**config.mk**
```make
export PLATFORM = sky130hd
export DESIGN_NAME = ddc_device_flat
export DESIGN_NICKNAME = d
export VERILOG_FILES = /design/src/pkg/ddc_pkg.sv /design/src/pkg/ddc_link_if.sv /design/src/ddc_device.sv /design/src/flat_wrapper.sv
export SDC_FILE = /design/constraint.sdc
export NUM_CORES = 1
export LEC_CHECK = 0
export ABC_AREA = 1
export BUFFER_PORTS_ARGS = -buffer_cell sky130_fd_sc_hd__buf_2
export CAP_MARGIN = 15
export CORE_MARGIN = 2
export CORE_UTILIZATION = 40
export DETAILED_ROUTE_END_ITERATION = 8
export PLACE_DENSITY_LB_ADDON = 0.25
export SYNTH_ARGS = -nofsm -noshare
export SYNTH_HDL_FRONTEND = slang
export SYNTH_SLANG_ARGS = --single-unit
export TNS_END_PERCENT = 50
```
**constraint.sdc**
```tcl
create_clock -name hclk -period 1.8 [get_ports hclk]
set_clock_uncertainty 0.15 [all_clocks]
set_input_delay 0.36 -clock hclk [delete_from_list [all_inputs] [get_ports hclk]]
set_output_delay 0.36 -clock hclk [all_outputs]
set_load 0.02 [all_outputs]
```
**src/pkg/ddc_pkg.sv**
```systemverilog
// Purpose: shared constants for the datapath control link, both ends
// Assumes: one hclk at 200 MHz drives both ends
// Notes:   device register map, field positions, host register map
package ddc_pkg;
  // ==========================================================
  // device register map
  localparam logic [7:0]  DDC_CTRL_OFS      = 8'h01;
  localparam logic [15:0] DDC_CTRL_RESET    = 16'h0100;
  localparam logic [15:0] DDC_CTRL_WMASK    = 16'h7BFF;
  localparam int          DDC_ACC_CLR_BIT   = 14;
  localparam int          DDC_PN_ON_BIT     = 13;
  localparam int          DDC_SYNC_SEL_BIT  = 12;
  localparam int          DDC_PULSE_ON_BIT  = 11;
  localparam int          DDC_ISINC_BIT     = 9;
  localparam int          DDC_CLK_OE_BIT    = 8;
  localparam int          DDC_INTERP_HI     = 7;
  localparam int          DDC_INTERP_LO     = 6;
  localparam int          DDC_FMT_BIT       = 5;
  localparam int          DDC_SINGLE_BIT    = 4;
  localparam int          DDC_REAL_BIT      = 3;
  localparam int          DDC_SWAP_BIT      = 2;
  localparam int          DDC_QFIRST_BIT    = 1;
  localparam int          DDC_HALFGAIN_BIT  = 0;
  // ==========================================================
  // sample clock: half period in hclk cycles
  localparam real         DDC_HCLK_NS       = 5.0;
  localparam real         DDC_SCLK_HALF_NS  = 20.0;
  localparam logic [3:0]  DDC_SCLK_HALF_CYC =
    4'($rtoi(DDC_SCLK_HALF_NS / DDC_HCLK_NS));
  // ==========================================================
  // host register map (byte addresses)
  localparam logic [7:0]  DDC_H_CTRL_OFS    = 8'h00;
  localparam logic [7:0]  DDC_H_IWORD_OFS   = 8'h04;
  localparam logic [7:0]  DDC_H_QWORD_OFS   = 8'h08;
  localparam logic [7:0]  DDC_H_DEVREG_OFS  = 8'h0C;
  localparam logic [7:0]  DDC_H_STATUS_OFS  = 8'h10;
  localparam int          DDC_H_STREAM_BIT  = 0;
  localparam int          DDC_H_SINGLE_BIT  = 1;
  localparam int          DDC_H_SWAP_BIT    = 2;
  localparam int          DDC_H_SRST_BIT    = 3;
endpackage

```
**src/pkg/ddc_link_if.sv**
```systemverilog
// Purpose: pins between baseband source and converter control block
// Assumes: both ends clocked by the same hclk in the bench
// Notes:   sample clock pin level resolved here from its enable
`timescale 1ns/10ps
`default_nettype none
interface ddc_link_if;
  logic        reg_wr;        // one-cycle register write strobe
  logic [7:0]  reg_addr;      // register offset
  logic [15:0] reg_wdata;     // write data
  logic [15:0] reg_rdata;     // read data for reg_addr
  logic        soft_reset;    // level, holds register at reset value
  logic        sclk_out;      // divided sample clock from device
  logic        sclk_oe;       // device drives the clock pin
  wire         sclk_pin;      // resolved pin level
  logic [15:0] first_sample_port;
  logic [15:0] second_sample_port;
  logic        transmit_gate_pin;

  // undriven pin reads low
  assign sclk_pin = sclk_oe ? sclk_out : 1'b0;

  modport device (
    input  reg_wr, reg_addr, reg_wdata, soft_reset,
    output reg_rdata, sclk_out, sclk_oe,
    input  first_sample_port, second_sample_port, transmit_gate_pin
  );
  modport host (
    output reg_wr, reg_addr, reg_wdata, soft_reset,
    input  reg_rdata, sclk_pin,
    output first_sample_port, second_sample_port, transmit_gate_pin
  );
endinterface
`default_nettype wire

```
**src/ddc_device.sv**
```systemverilog
// Purpose: converter end: control register, sample clock, data assembler
// Assumes: pins from the source are asynchronous, two flops each
// Notes:   filter, oscillator and sync internals sit downstream
// Behaviour
// - control register two bytes, bits 15,10 reserved
// - bit 14 holds phase accumulator cleared
// - bit 13 enables pseudo-random alignment mode
// - bit 12 selects pulse or pseudo-random method
// - bit 11 enables pulse alignment mode
// - bit 9 routes samples through inverse sinc
// - bit 8 drives sample clock pin
// - bits 7:6 interpolation 1x 2x 4x 8x
// - bit 5 selects two's complement or offset binary
// - dual port: I first port, Q second
// - single port: interleaved words, half pair rate
// - bit 3 gives real-only output
// - gate pin marks I or Q, bit 2 swaps
// - bit 1 clear pairs I with next Q
// - bit 1 set pairs I with previous Q
// - bit 0 halves oscillator into modulator
// - soft reset holds register at power-up value
`timescale 1ns/10ps
`default_nettype none
module ddc_device (
  input  wire logic        hclk,            // 200 MHz clock
  input  wire logic        hresetn,         // async reset, active low
  ddc_link_if.device       link,            // pins to the source
  output logic             out_valid,       // one-cycle pair strobe
  output logic [15:0]      out_i,           // assembled I, two's compl.
  output logic [15:0]      out_q,           // assembled Q, two's compl.
  output logic             nco_accum_clear, // hold accumulator in reset
  output logic             pseudorandom_align_on, // pn alignment on
  output logic             align_method_pn, // 1 pn, 0 pulse method
  output logic             pulse_align_on,  // pulse alignment on
  output logic             inv_sinc_on,     // inverse sinc in path
  output logic [1:0]       interp_rate,     // 0:1x 1:2x 2:4x 3:8x
  output logic             real_only,       // q path after modulator off
  output logic             mod_half_gain    // oscillator scaled by 0.5
);

  // ==========================================================
  // offset binary to two's complement: flip the sign bit
  function automatic logic [15:0] to_twos(input logic [15:0] w,
                                          input logic        ofs);
    to_twos = ofs ? {~w[15], w[14:0]} : w;
  endfunction

  // ==========================================================
  // control register
  logic [15:0] ctrl;
  logic [15:0] next_ctrl;

  // soft reset wins over a write in the same cycle
  always_comb begin
    next_ctrl = ctrl;
    if (link.soft_reset) begin
      next_ctrl = ddc_pkg::DDC_CTRL_RESET;
    end else if (link.reg_wr &&
                 link.reg_addr == ddc_pkg::DDC_CTRL_OFS) begin
      next_ctrl = link.reg_wdata & ddc_pkg::DDC_CTRL_WMASK;
    end
  end

  always_ff @(posedge hclk or negedge hresetn) begin
    if (!hresetn) begin
      ctrl <= ddc_pkg::DDC_CTRL_RESET;
    end else begin
      ctrl <= next_ctrl;
    end
  end

  // unmapped offsets read zero
  assign link.reg_rdata = (link.reg_addr == ddc_pkg::DDC_CTRL_OFS) ?
                          ctrl : 16'h0000;

  // mode outputs straight from the register bits
  assign nco_accum_clear       = ctrl[ddc_pkg::DDC_ACC_CLR_BIT];
  assign pseudorandom_align_on = ctrl[ddc_pkg::DDC_PN_ON_BIT];
  assign align_method_pn       = ctrl[ddc_pkg::DDC_SYNC_SEL_BIT];
  assign pulse_align_on        = ctrl[ddc_pkg::DDC_PULSE_ON_BIT];
  assign inv_sinc_on           = ctrl[ddc_pkg::DDC_ISINC_BIT];
  assign interp_rate = ctrl[ddc_pkg::DDC_INTERP_HI:
                            ddc_pkg::DDC_INTERP_LO];
  assign real_only             = ctrl[ddc_pkg::DDC_REAL_BIT];
  assign mod_half_gain         = ctrl[ddc_pkg::DDC_HALFGAIN_BIT];

  // ==========================================================
  // sample clock divider
  logic [3:0] div_cnt;
  logic [3:0] next_div_cnt;
  logic       sclk;
  logic       next_sclk;
  logic       sclk_rise;

  // free running so the assembler keeps its cadence when the pin is off
  always_comb begin
    next_div_cnt = div_cnt + 4'h1;
    next_sclk    = sclk;
    sclk_rise    = 1'b0;
    if (div_cnt == ddc_pkg::DDC_SCLK_HALF_CYC - 4'h1) begin
      next_div_cnt = 4'h0;
      next_sclk    = ~sclk;
      sclk_rise    = ~sclk;
    end
  end

  always_ff @(posedge hclk or negedge hresetn) begin
    if (!hresetn) begin
      div_cnt <= 4'h0;
      sclk    <= 1'b0;
    end else begin
      div_cnt <= next_div_cnt;
      sclk    <= next_sclk;
    end
  end

  assign link.sclk_out = sclk;
  assign link.sclk_oe  = ctrl[ddc_pkg::DDC_CLK_OE_BIT];

  // ==========================================================
  // pin synchroniser: gate, second port, first port
  logic [32:0] pin_s1;
  logic [32:0] pin_s2;

  // stage one feeds stage two only
  always_ff @(posedge hclk or negedge hresetn) begin
    if (!hresetn) begin
      pin_s1 <= 33'h0_0000_0000;
      pin_s2 <= 33'h0_0000_0000;
    end else begin
      pin_s1 <= {link.transmit_gate_pin, link.second_sample_port,
                 link.first_sample_port};
      pin_s2 <= pin_s1;
    end
  end

  logic [15:0] p1_w;
  logic [15:0] p2_w;
  logic        word_is_i;
  logic        ofs_fmt;
  assign p1_w    = to_twos(pin_s2[15:0], ofs_fmt);
  assign p2_w    = to_twos(pin_s2[31:16], ofs_fmt);
  assign ofs_fmt = ctrl[ddc_pkg::DDC_FMT_BIT];
  // gate high means I unless the polarity swap is set
  assign word_is_i = pin_s2[32] ^ ctrl[ddc_pkg::DDC_SWAP_BIT];

  // ==========================================================
  // data assembler, sampled at each rising sample clock
  logic [15:0] i_hold;
  logic [15:0] q_hold;
  logic        q_seen;
  logic [15:0] next_i_hold;
  logic [15:0] next_q_hold;
  logic        next_q_seen;
  logic        next_valid;
  logic [15:0] next_out_i;
  logic [15:0] next_out_q;

  always_comb begin
    next_i_hold = i_hold;
    next_q_hold = q_hold;
    next_q_seen = q_seen;
    next_valid  = 1'b0;
    next_out_i  = out_i;
    next_out_q  = out_q;
    if (sclk_rise) begin
      if (!ctrl[ddc_pkg::DDC_SINGLE_BIT]) begin
        next_valid = 1'b1;
        next_out_i = p1_w;
        next_out_q = p2_w;
      end else if (!ctrl[ddc_pkg::DDC_QFIRST_BIT]) begin
        // one word per edge, two edges per pair
        if (word_is_i) begin
          next_i_hold = p1_w;
        end else begin
          next_valid = 1'b1;
          next_out_i = i_hold;
          next_out_q = p1_w;
        end
      end else begin
        // first I before any Q has nothing to pair with
        if (!word_is_i) begin
          next_q_hold = p1_w;
          next_q_seen = 1'b1;
        end else if (q_seen) begin
          next_valid = 1'b1;
          next_out_i = p1_w;
          next_out_q = q_hold;
        end
      end
      // only a new pair touches out_q, so it stands until the next one
      if (real_only && next_valid) begin
        next_out_q = 16'h0000;
      end
    end
    if (!ctrl[ddc_pkg::DDC_SINGLE_BIT] || !ctrl[ddc_pkg::DDC_QFIRST_BIT]) begin
      next_q_seen = 1'b0;
    end
  end

  always_ff @(posedge hclk or negedge hresetn) begin
    if (!hresetn) begin
      i_hold    <= 16'h0000;
      q_hold    <= 16'h0000;
      q_seen    <= 1'b0;
      out_valid <= 1'b0;
      out_i     <= 16'h0000;
      out_q     <= 16'h0000;
    end else begin
      i_hold    <= next_i_hold;
      q_hold    <= next_q_hold;
      q_seen    <= next_q_seen;
      out_valid <= next_valid;
      out_i     <= next_out_i;
      out_q     <= next_out_q;
    end
  end

endmodule
`default_nettype wire

```
**src/flat_wrapper.sv**
```systemverilog
// flat-port wrapper written by rule: the top's interface ports become plain ports
module ddc_device_flat 
  (hclk, hresetn, out_valid, out_i, out_q, nco_accum_clear, pseudorandom_align_on, align_method_pn, pulse_align_on, inv_sinc_on, interp_rate, real_only, mod_half_gain, link_reg_wr, link_reg_addr, link_reg_wdata, link_soft_reset, link_reg_rdata, link_sclk_out, link_sclk_oe, link_first_sample_port, link_second_sample_port, link_transmit_gate_pin);
  ddc_link_if link_i ();
  input  wire logic hclk;
  input  wire logic hresetn;
  output logic out_valid;
  output logic [15:0] out_i;
  output logic [15:0] out_q;
  output logic nco_accum_clear;
  output logic pseudorandom_align_on;
  output logic align_method_pn;
  output logic pulse_align_on;
  output logic inv_sinc_on;
  output logic [1:0] interp_rate;
  output logic real_only;
  output logic mod_half_gain;
  input wire logic [$bits(link_i.reg_wr)-1:0] link_reg_wr;
  input wire logic [$bits(link_i.reg_addr)-1:0] link_reg_addr;
  input wire logic [$bits(link_i.reg_wdata)-1:0] link_reg_wdata;
  input wire logic [$bits(link_i.soft_reset)-1:0] link_soft_reset;
  output wire logic [$bits(link_i.reg_rdata)-1:0] link_reg_rdata;
  output wire logic [$bits(link_i.sclk_out)-1:0] link_sclk_out;
  output wire logic [$bits(link_i.sclk_oe)-1:0] link_sclk_oe;
  input wire logic [$bits(link_i.first_sample_port)-1:0] link_first_sample_port;
  input wire logic [$bits(link_i.second_sample_port)-1:0] link_second_sample_port;
  input wire logic [$bits(link_i.transmit_gate_pin)-1:0] link_transmit_gate_pin;
  assign link_i.reg_wr = link_reg_wr;
  assign link_i.reg_addr = link_reg_addr;
  assign link_i.reg_wdata = link_reg_wdata;
  assign link_i.soft_reset = link_soft_reset;
  assign link_reg_rdata = link_i.reg_rdata;
  assign link_sclk_out = link_i.sclk_out;
  assign link_sclk_oe = link_i.sclk_oe;
  assign link_i.first_sample_port = link_first_sample_port;
  assign link_i.second_sample_port = link_second_sample_port;
  assign link_i.transmit_gate_pin = link_transmit_gate_pin;
  ddc_device u_core (.hclk(hclk), .hresetn(hresetn), .link(link_i), .out_valid(out_valid), .out_i(out_i), .out_q(out_q), .nco_accum_clear(nco_accum_clear), .pseudorandom_align_on(pseudorandom_align_on), .align_method_pn(align_method_pn), .pulse_align_on(pulse_align_on), .inv_sinc_on(inv_sinc_on), .interp_rate(interp_rate), .real_only(real_only), .mod_half_gain(mod_half_gain));
endmodule
```
==> metrics.csv, run 1 <==
metric,value,unit
postSynthAreaPerCell,9.92,um^2
die_height,122,um
cpMaxStageDelayCell,buf_12,
worstPathRequired,1.29,ns
ios,121,
fillerInstances,1195,
syn2layout_area_growth,35.7,%
num_rows,43,
p_seq_share,46.2,%
overflow,0,
finalCritPeriodShare,96.4,%
yosysTopAreaCellShare,67.4,%
setup_viol,0,
routed_wl,12000,um
grt_pass1_wl,19700,um
drive_gt1_share,24.7,%
stdcell_area,7560,um^2
dp.final_hpwl,8110,um
die_w,122,um
netlist_instances,562,
clock_sinks,151,
tritoncts,built,
ant_nets,0,
crit_buf_inv,3,
post-route-util,55.1,%
syn_area,5570,um^2
synthDistinctLibCells,24,
place_area,6440,um^2
p_total,7.69,mW
crit_fanout,14,
seq_area_frac_synth,67.8,%
die-area,14900,um^2
root_buffer,clkbuf_16,
grt_max_degree,45,
finalHoldViolations,0,
status,"finished, final reports clean",
num_vias,4253,
intPower,6.12,mW
synth.area.top_cells,"dfrtp_1, nand2_1, nand3_1, o21ai_0, inv_1",
ys_ff_latch,151,
min_path_type,in -> reg,
antennaDiodeCount,0,
power_density,1020,nW/um^2
cp.arrival,1.23,ns
endpoint_kind,primary output,
cap_violations,0,
clock_latency,0.40,ns
avgViaCountPerCell,4.61,
critPathKind,in -> out,
start_kind,input pin,
grt_pass1_vias,4139,
cp_slowest_stage_delay,0.16,ns
synth_top_cell_by_area,dfrtp_1,
combPwrFrac,5.4,%
finalMaxSlewViolations,0,
p_leak,3.79,nW
first_iter_violations,335,
clk_pin_slew_worst_paths,0.06,ns
dr.pass1.iters,5,
clockPowerShare,48.4,%
wl_per_cell,13.1,um
drc_errors,0,
switchingPower,1.58,mW
routabilityCongestion,0.810,
core_area,13700,um^2
critPathTopFamily,simple AND/OR/NAND/NOR gates,
layout.nets,792,
htree_levels,4,
p_sw_share,20.5,%
cts_buffers,17,
crit_chain,buf_2 -> nor2_1 -> and2_1 -> nand2_1 -> buf_12 -> nor2_4 -> buf_4,
yosys_warnings,0,
antenna_found_initial,0,
ir_drop,0.583,mV
grtUsageTotal,17.1,%
layout_min_cycle_time,1.74,ns
cts_buffer_depth,2,
initial_core_util,40.6,%
portBuffers,116,
fmax,576,MHz
## cells by family (layout without fill, tap and decap cells)
group,after synthesis,count (layout),synth area share (%)
flops,151,151,67.8
other cells,1,2,0.0673
compound gates,67,67,6.69
buf+inv,71,250,5.50
simple gates,269,269,19.4
xor+xnor,2,2,0.314
fa+ha+maj,1,1,0.224
## synthesized netlist by cell type
library cell  count
nand2_1         204
dfrtp_1         150
inv_1            39
nand3_1          35
o21ai_0          33
nor2_1           25
o211ai_1         15
o21ai_1          15
buf_2            11
buf_4             7
clkbuf_1          7
a21oi_1           4
inv_2             4
buf_1             2
nor2_4            2
and2_1            1
clkinv_1          1
conb_1            1
dfstp_2           1
ha_1              1
nand3_2           1
or2_2             1
xnor2_1           1
xor2_1            1
## sequential cells by signal (all words and copies together), names as in the netlist
register              cells
u_core.out_i             16
u_core.pin_s2            33
u_core.ctrl              14
u_core.pin_s1            33
u_core.q_hold            16
u_core.out_valid          1
u_core.div_cnt            4
u_core.link.sclk_out      1
u_core.q_seen             1
u_core.i_hold            16
u_core.out_q             16
## final timing paths
kind / slack [ns] / cells past startpoint / endpoint / startpoint
min in group asynchronous: 0.30 / 2 / u_core.pin_s1[15]$_DFF_PN0_ / hresetn
worst min register to register: 0.20 / 0 / u_core.pin_s2[23]$_DFF_PN0_ / u_core.pin_s1[23]$_DFF_PN0_
worst max register to register: 0.14 / 8 / u_core.out_q[7]$_DFFE_PN0P_ / u_core.div_cnt[0]$_DFF_PN0_
worst min-delay path: 0.01 / 3 / u_core.ctrl[4]$_DFFE_PN0P_ / link_reg_wdata[4]
max in group asynchronous: 0.59 / 3 / u_core.ctrl[4]$_DFFE_PN0P_ / hresetn
worst max-delay path: 0.06 / 7 / link_reg_rdata[4] / link_reg_addr[7]
## power groups by stage
stage	logic (mW)	clock network [mW]	registers, mW
CTS	0.421	3.81	3.55
global route	0.467	3.98	3.56
global placement	0.344	0	3.61
detailed placement	0.350	0	3.61
floorplan	0.0907	0	3.65
finish	0.415	3.73	3.55
## worst register-to-register path: stages (launching register included)
cell and delay (ns):
dfrtp_1 0.37, ha_2 0.20, nand2_1 0.10, nor2_4 0.12
nand3_2 0.10, nor2_4 0.21, buf_8 0.19, nand3_1 0.10
nand2_1 0.07
## cells in the final DEF, fill, tap and decap left out, drive strengths merged
cell,count
dfstp,1
bufinv,4
dfrtp,150
clkbuf,20
or2,1
and2,1
o211ai,15
nor2,27
o21ai,48
a21oi,4
xnor2,1
nand2,204
inv,45
ha,1
clkinv,4
clkinvlp,2
nand3,36
buf,133
xor2,1
dlygate4sd3,42
conb,2
## through the flow
stage / setup TNS (ns) / std cells / setup WS (ns) / hold WS (ns)
after global placement: -0.0583 / 849 / -0.0583 / 0.166
after floorplan: 0 / 563 / 0.0739 / -0.0856
final: 0 / 922 / 0.0647 / 0.0115
after CTS: -0.00615 / 922 / -0.00615 / 0.00174
after global routing: -0.00447 / 922 / -0.00447 / 0.00852
after detailed placement: -1.67 / 849 / -0.0794 / 0.172
## per-layer routing
metal	part of all wire, %	wire length, um	GRT usage [%]
met5	0	0	0
met4	1.3	159	6.03
met3	5.6	672	4.73
met2	49	5880	27.7
met1	44	5320	22.2
## area by class of cell
type / count / area (um^2) / area share [%]
clock buffers: 20 / 467 / 6.17
well taps: 180 / 225 / 2.98
multi-input cells: 341 / 1520 / 20.1
clock inverters: 11 / 171 / 2.27
inverters: 44 / 170 / 2.25
repair buffers: 175 / 1230 / 16.2
flip-flops and latches: 151 / 3780 / 50.0
## what timing repair did
item | 4_1_cts | 5_1_grt
setup buffers | 0 | 0
gates resized for setup | 6 | 17
endpoints found under the hold margin | 79 | 0
endpoints found under the setup margin | 34 | 36
gates cloned | 0 | 0
hold buffers | 42 | 0
pin swaps | 0 | 1
(Power assumes the default switching activity.)
==> inputs of run 2 (changes only) <==
Settings changed: CORE_UTILIZATION 40 to 50.
==> metrics.csv, run 2 (synthesis results as in run 1) <==
metric,value,unit,change
status,finished with violations,,
violations,setup timing,,
layout_commonest_cell,nand2_1,,
clk_pin_slew_worst_paths,0.06,ns,about the same
critPathKind,reg -> out,,
num_rows,38,,-12%
antennaDiodeCount,0,,unchanged
grt_max_degree,45,,unchanged
finalMaxSlewViolations,0,,unchanged
num_vias,4403,,+3.5%
drive_gt1_share,25.6,%,+0.90 points
drc_errors,0,,unchanged
die_height,110,um,-10%
finalHoldViolations,0,,unchanged
cp.arrival,1.30,ns,+0.07 ns
finalCritPeriodShare,101,%,+4.2 points
worstPathRequired,1.29,ns,about the same
tritoncts,built,,
die_w,110,um,-10%
routabilityCongestion,0.817,,+0.80%
syn2layout_area_growth,37.1,%,
grt_pass1_wl,19700,um,unchanged
clock_sinks,151,,unchanged
routed_wl,12800,um,+6.2%
wl_per_cell,14.3,um,+9.5%
grtUsageTotal,22.0,%,+4.9 points
combPwrFrac,5.7,%,+0.3 points
multi_input_area,1530,um^2,+0.33%
dr.pass1.iters,5,,unchanged
core_area,10800,um^2,-21%
p_total,7.52,mW,-2.3%
seq_area,3780,um^2,unchanged
ir_drop,0.788,mV,+35%
antenna_found_initial,0,,unchanged
clock_latency,0.53,ns,+0.13 ns
layout.nets,805,,+1.6%
post-route-util,70.5,%,+15 points
avgViaCountPerCell,4.92,,+6.7%
p_seq_share,47.2,%,+1.0 points
grt_pass1_vias,4202,,+1.5%
worst_slack,-0.0106,ns,-0.0753 ns
initial_core_util,51.4,%,+11 points
first_iter_violations,275,,-18%
overflow,0,,unchanged
layout_min_cycle_time,1.81,ns,+0.0753 ns
die-area,12000,um^2,-19%
dp.final_hpwl,7790,um,-3.9%
portBuffers,116,,unchanged
fillerInstances,797,,-33%
cts_buffer_depth,2,,unchanged
start_kind,flip-flop,,
endpoint_kind,primary output,,
switchingPower,1.66,mW,+5.6%
clockPowerShare,47.1,%,-1.3 points
rrSetupSlack,0.10,ns,-0.04 ns
layout_common_cells,"nand2_1, dfrtp_1, buf_2",,
root_buffer,clkbuf_8,,
htree_levels,4,,unchanged
ant_nets,0,,unchanged
p_sw_share,22.1,%,+1.6 points
power_density,984,nW/um^2,-3.3%
intPower,5.86,mW,-4.3%
crit_fanout,2,,-12
cap_violations,0,,unchanged
rsz0062_at_grt,yes,,
min_path_type,in -> reg,,
p_leak,3.84,nW,+1.2%
setup_viol,1,,+1
cts_buffers,17,,unchanged
top_regs,"u_core.pin_s1 (33), u_core.pin_s2 (33)",,
fmax,552,MHz,-4.2%
ios,121,,unchanged
[run 2: metal layers]
metal,GRT usage [%],share of wire [%],vias up
li1,-,-,2121
met1,28.7,42,2094
met2,35.3,49,161
met3,5.81,6.0,27
met4,9.04,2.3,0
met5,0,0,-
[run 2: final timing paths]
path                                                to                         from  depth (start not counted)
setup / recovery                     link_reg_rdata[8]   u_core.ctrl[8]$_DFFE_PN1P_                          3
setup reg to reg           u_core.out_i[4]$_DFFE_PN0P_  u_core.div_cnt[0]$_DFF_PN0_                          9
max in group asynchronous  u_core.pin_s1[23]$_DFF_PN0_                      hresetn                          3
hold / removal              u_core.ctrl[8]$_DFFE_PN1P_                  link_reg_wr                          5
min in group asynchronous   u_core.pin_s1[1]$_DFF_PN0_                      hresetn                          2
hold reg to reg            u_core.pin_s2[17]$_DFF_PN0_  u_core.pin_s1[17]$_DFF_PN0_                          0
[run 2: power groups by stage]
| stage | Combinational, mW | Clock (mW) | Sequential (mW) |
|---|---|---|---|
| 3_3_place_gp | 0.337 | 0 | 3.61 |
| 2_1_floorplan | 0.0907 | 0 | 3.65 |
| 3_5_place_dp | 0.345 | 0 | 3.61 |
| 4_1_cts | 0.427 | 3.59 | 3.55 |
| 6_report | 0.427 | 3.54 | 3.55 |
| 5_1_grt | 0.477 | 3.73 | 3.56 |
[run 2: layout make-up]
type	instances	area share, %
sequential	151	49.5
multi-input combinational	341	20.0
inverter	44	2.31
tap	140	2.29
clock inverter	13	2.21
timing repair buffer	188	18.1
clock buffer	18	5.60
[run 2: what timing repair did]
action,in CTS,in global routing
setup buffers,4,2
resized for setup,13,21
hold buffers,48,0
cloned,0,1
endpoints found under the hold margin,190,0
pin swaps,1,2
endpoints found under the setup margin,36,42
[run 2: critical path, stage by stage, from the launching register on]
cell and delay, ns:
dfstp_2 0.53, inv_2 0.04, nor2_2 0.08, buf_6 0.12
[run 2: per-stage QoR]
stage,setup TNS (ns),setup WS [ns],cells,instance area [um^2],hold WS [ns]
final,-0.0106,-0.0106,895,7640,0.106
after global routing,-0.188,-0.0504,895,7640,0.140
after CTS,-0.0711,-0.0568,892,7530,0.0841
after detailed placement,-0.787,-0.0582,809,6390,0.167
after global placement,-0.0613,-0.0613,809,6390,0.163
after floorplan,0,0.0739,563,5580,-0.0856
==> inputs of run 3 (changes only) <==
Settings changed: CORE_ASPECT_RATIO from default to 1.25.
==> metrics.csv, run 3 (synthesis results as in run 1) <==
metric,value,unit,change
status,"finished, final reports clean",,
tritoncts,built,,
routabilityCongestion,0.794,,-2.8%
dp.final_hpwl,7610,um,-2.3%
min_path_type,in -> reg,,
setup_viol,0,,-1
critPathKind,reg -> out,,
r2r-end,u_core.out_i[5]$_DFFE_PN0P_,,
r2r-start,u_core.div_cnt[0]$_DFF_PN0_,,
rsz0062_at_grt,yes,,
clk_pin_slew_worst_paths,0.06,ns,about the same
avgViaCountPerCell,4.91,,-0.22%
instances_no_fill,876,,-2.1%
layout.nets,792,,-1.6%
top_regs,"u_core.pin_s1 (33), u_core.pin_s2 (33)",,
post-route-util,67.8,%,-2.7 points
root_buffer,clkbuf_16,,
clock_latency,0.41,ns,-0.12 ns
wl_per_cell,13.6,um,-5.1%
die_w,98.4,um,-10%
grt_pass1_vias,4295,,+2.2%
cap_violations,0,,unchanged
finalCritPeriodShare,97.9,%,-2.7 points
grt_max_degree,90,,+100%
cts_buffers,17,,unchanged
routed_wl,11900,um,-7.1%
crit_fanout,2,,unchanged
power_density,964,nW/um^2,-2.0%
die_height,122,um,+11%
fillerInstances,852,,+6.9%
hold_depth,3,,-2
fmax,568,MHz,+2.8%
start_kind,flip-flop,,
finalMaxSlewViolations,0,,unchanged
layout_min_cycle_time,1.76,ns,-0.0493 ns
worst_slack,0.0387,ns,+0.0493 ns
clock_sinks,151,,unchanged
pre_cts_slack,-0.0893,ns,-0.0312 ns
min_to,u_core.ctrl[9]$_DFFE_PN0P_,,
busiest_layer,met2,,
cp.arrival,1.25,ns,-0.05 ns
layout_commonest_cell,nand2_1,,
ant_nets,0,,unchanged
dp_cells,800,,-1.1%
num_rows,43,,+13%
endpoint_kind,primary output,,
syn2layout_area_growth,33.5,%,
drc_errors,0,,unchanged
ios,121,,unchanged
drive_gt1_share,24.4,%,-1.1 points
p_leak,3.74,nW,-2.6%
htree_levels,4,,unchanged
grt_use_met3,4.82,%,-0.99 points
rrSetupSlack,0.08,ns,-0.02 ns
core_area,11000,um^2,+1.2%
grt_pass1_wl,20000,um,+1.2%
layout_common_cells,"nand2_1, dfrtp_1, buf_2",,
grtUsageMet2,32.8,%,-2.5 points
worstPathRequired,1.29,ns,about the same
num_vias,4300,,-2.3%
cts_buffer_depth,2,,unchanged
dr.pass1.iters,5,,unchanged
initial_core_util,50.8,%,-0.63 points
ir_drop,0.706,mV,-10%
hold_start,link_reg_wdata[9],,
antennaDiodeCount,0,,unchanged
die-area,12000,um^2,about the same
stdcell_area,7440,um^2,-2.7%
reg2reg_depth,9,,unchanged
overflow,0,,unchanged
portBuffers,116,,unchanged
antenna_found_initial,0,,unchanged
finalHoldViolations,0,,unchanged
first_iter_violations,331,,+20%
grtUsageTotal,21.3,%,-0.76 points
grt_use_met1,29.0,%,+0.25 points
place_area,6350,um^2,-0.57%
run 3: what timing repair did:
action                                  4_1_cts  5_1_grt
hold endpoints to repair                    191        0
cloned                                        1        0
pin swaps                                     1        3
hold buffers                                 41        0
setup buffers                                 2        2
gates resized for setup                      12       14
endpoints found under the setup margin       34       39
run 3: worst max-delay path, stage by stage, from the launching register on:
cell and delay (ns):
dfstp_2 0.53, inv_1 0.05, nor2_2 0.11, buf_4 0.15
run 3: where the power goes:
group	internal (mW)	switching, mW
clock network	1.89	1.32
logic	0.176	0.230
registers	3.51	0.0427
total	5.58	1.59
run 3: through the flow:
step,hold slack (ns),power [mW],setup TNS [ns]
3_5_place_dp,0.0220,3.95,-2.27
3_3_place_gp,0.0189,3.94,-0.0331
2_1_floorplan,-0.0856,3.74,0
5_1_grt,0.00742,7.46,-0.339
4_1_cts,0.000627,7.25,0
6_report,0.0146,7.17,0
run 3: final cells by class:
class,count,area [um^2],area share [%]
flip-flops and latches,151,3780,50.8
inverters,44,170,2.29
repair buffers,175,1240,16.7
multi-input cells,341,1540,20.7
clock buffers,20,437,5.87
well taps,135,169,2.27
clock inverters,10,100,1.35
run 3: routing by layer:
metal  part of all wire (%)  up-vias  wire, um
met5                      0        -         0
met4                    2.0        0       242
met3                    5.8       20       693
met2                     49      135      5800
met1                     43     2054      5140
li1                       -     2091         -
run 3: worst max path at each step:
stage,startpoint,end,slack [ns],cells past startpoint
after floorplan,u_core.ctrl[3]$_DFFE_PN0P_,link_reg_rdata[3],0.07,3
after global placement,link_reg_addr[2],link_reg_rdata[3],-0.03,8
after detailed placement,u_core.div_cnt[0]$_DFF_PN0_,u_core.out_i[13]$_DFFE_PN0P_,-0.09,8
after CTS,u_core.div_cnt[0]$_DFF_PN0_,u_core.out_i[5]$_DFFE_PN0P_,0.01,9
after global routing,u_core.div_cnt[0]$_DFF_PN0_,u_core.out_i[0]$_DFFE_PN0P_,-0.04,9
final,u_core.ctrl[8]$_DFFE_PN1P_,link_reg_rdata[8],0.04,3
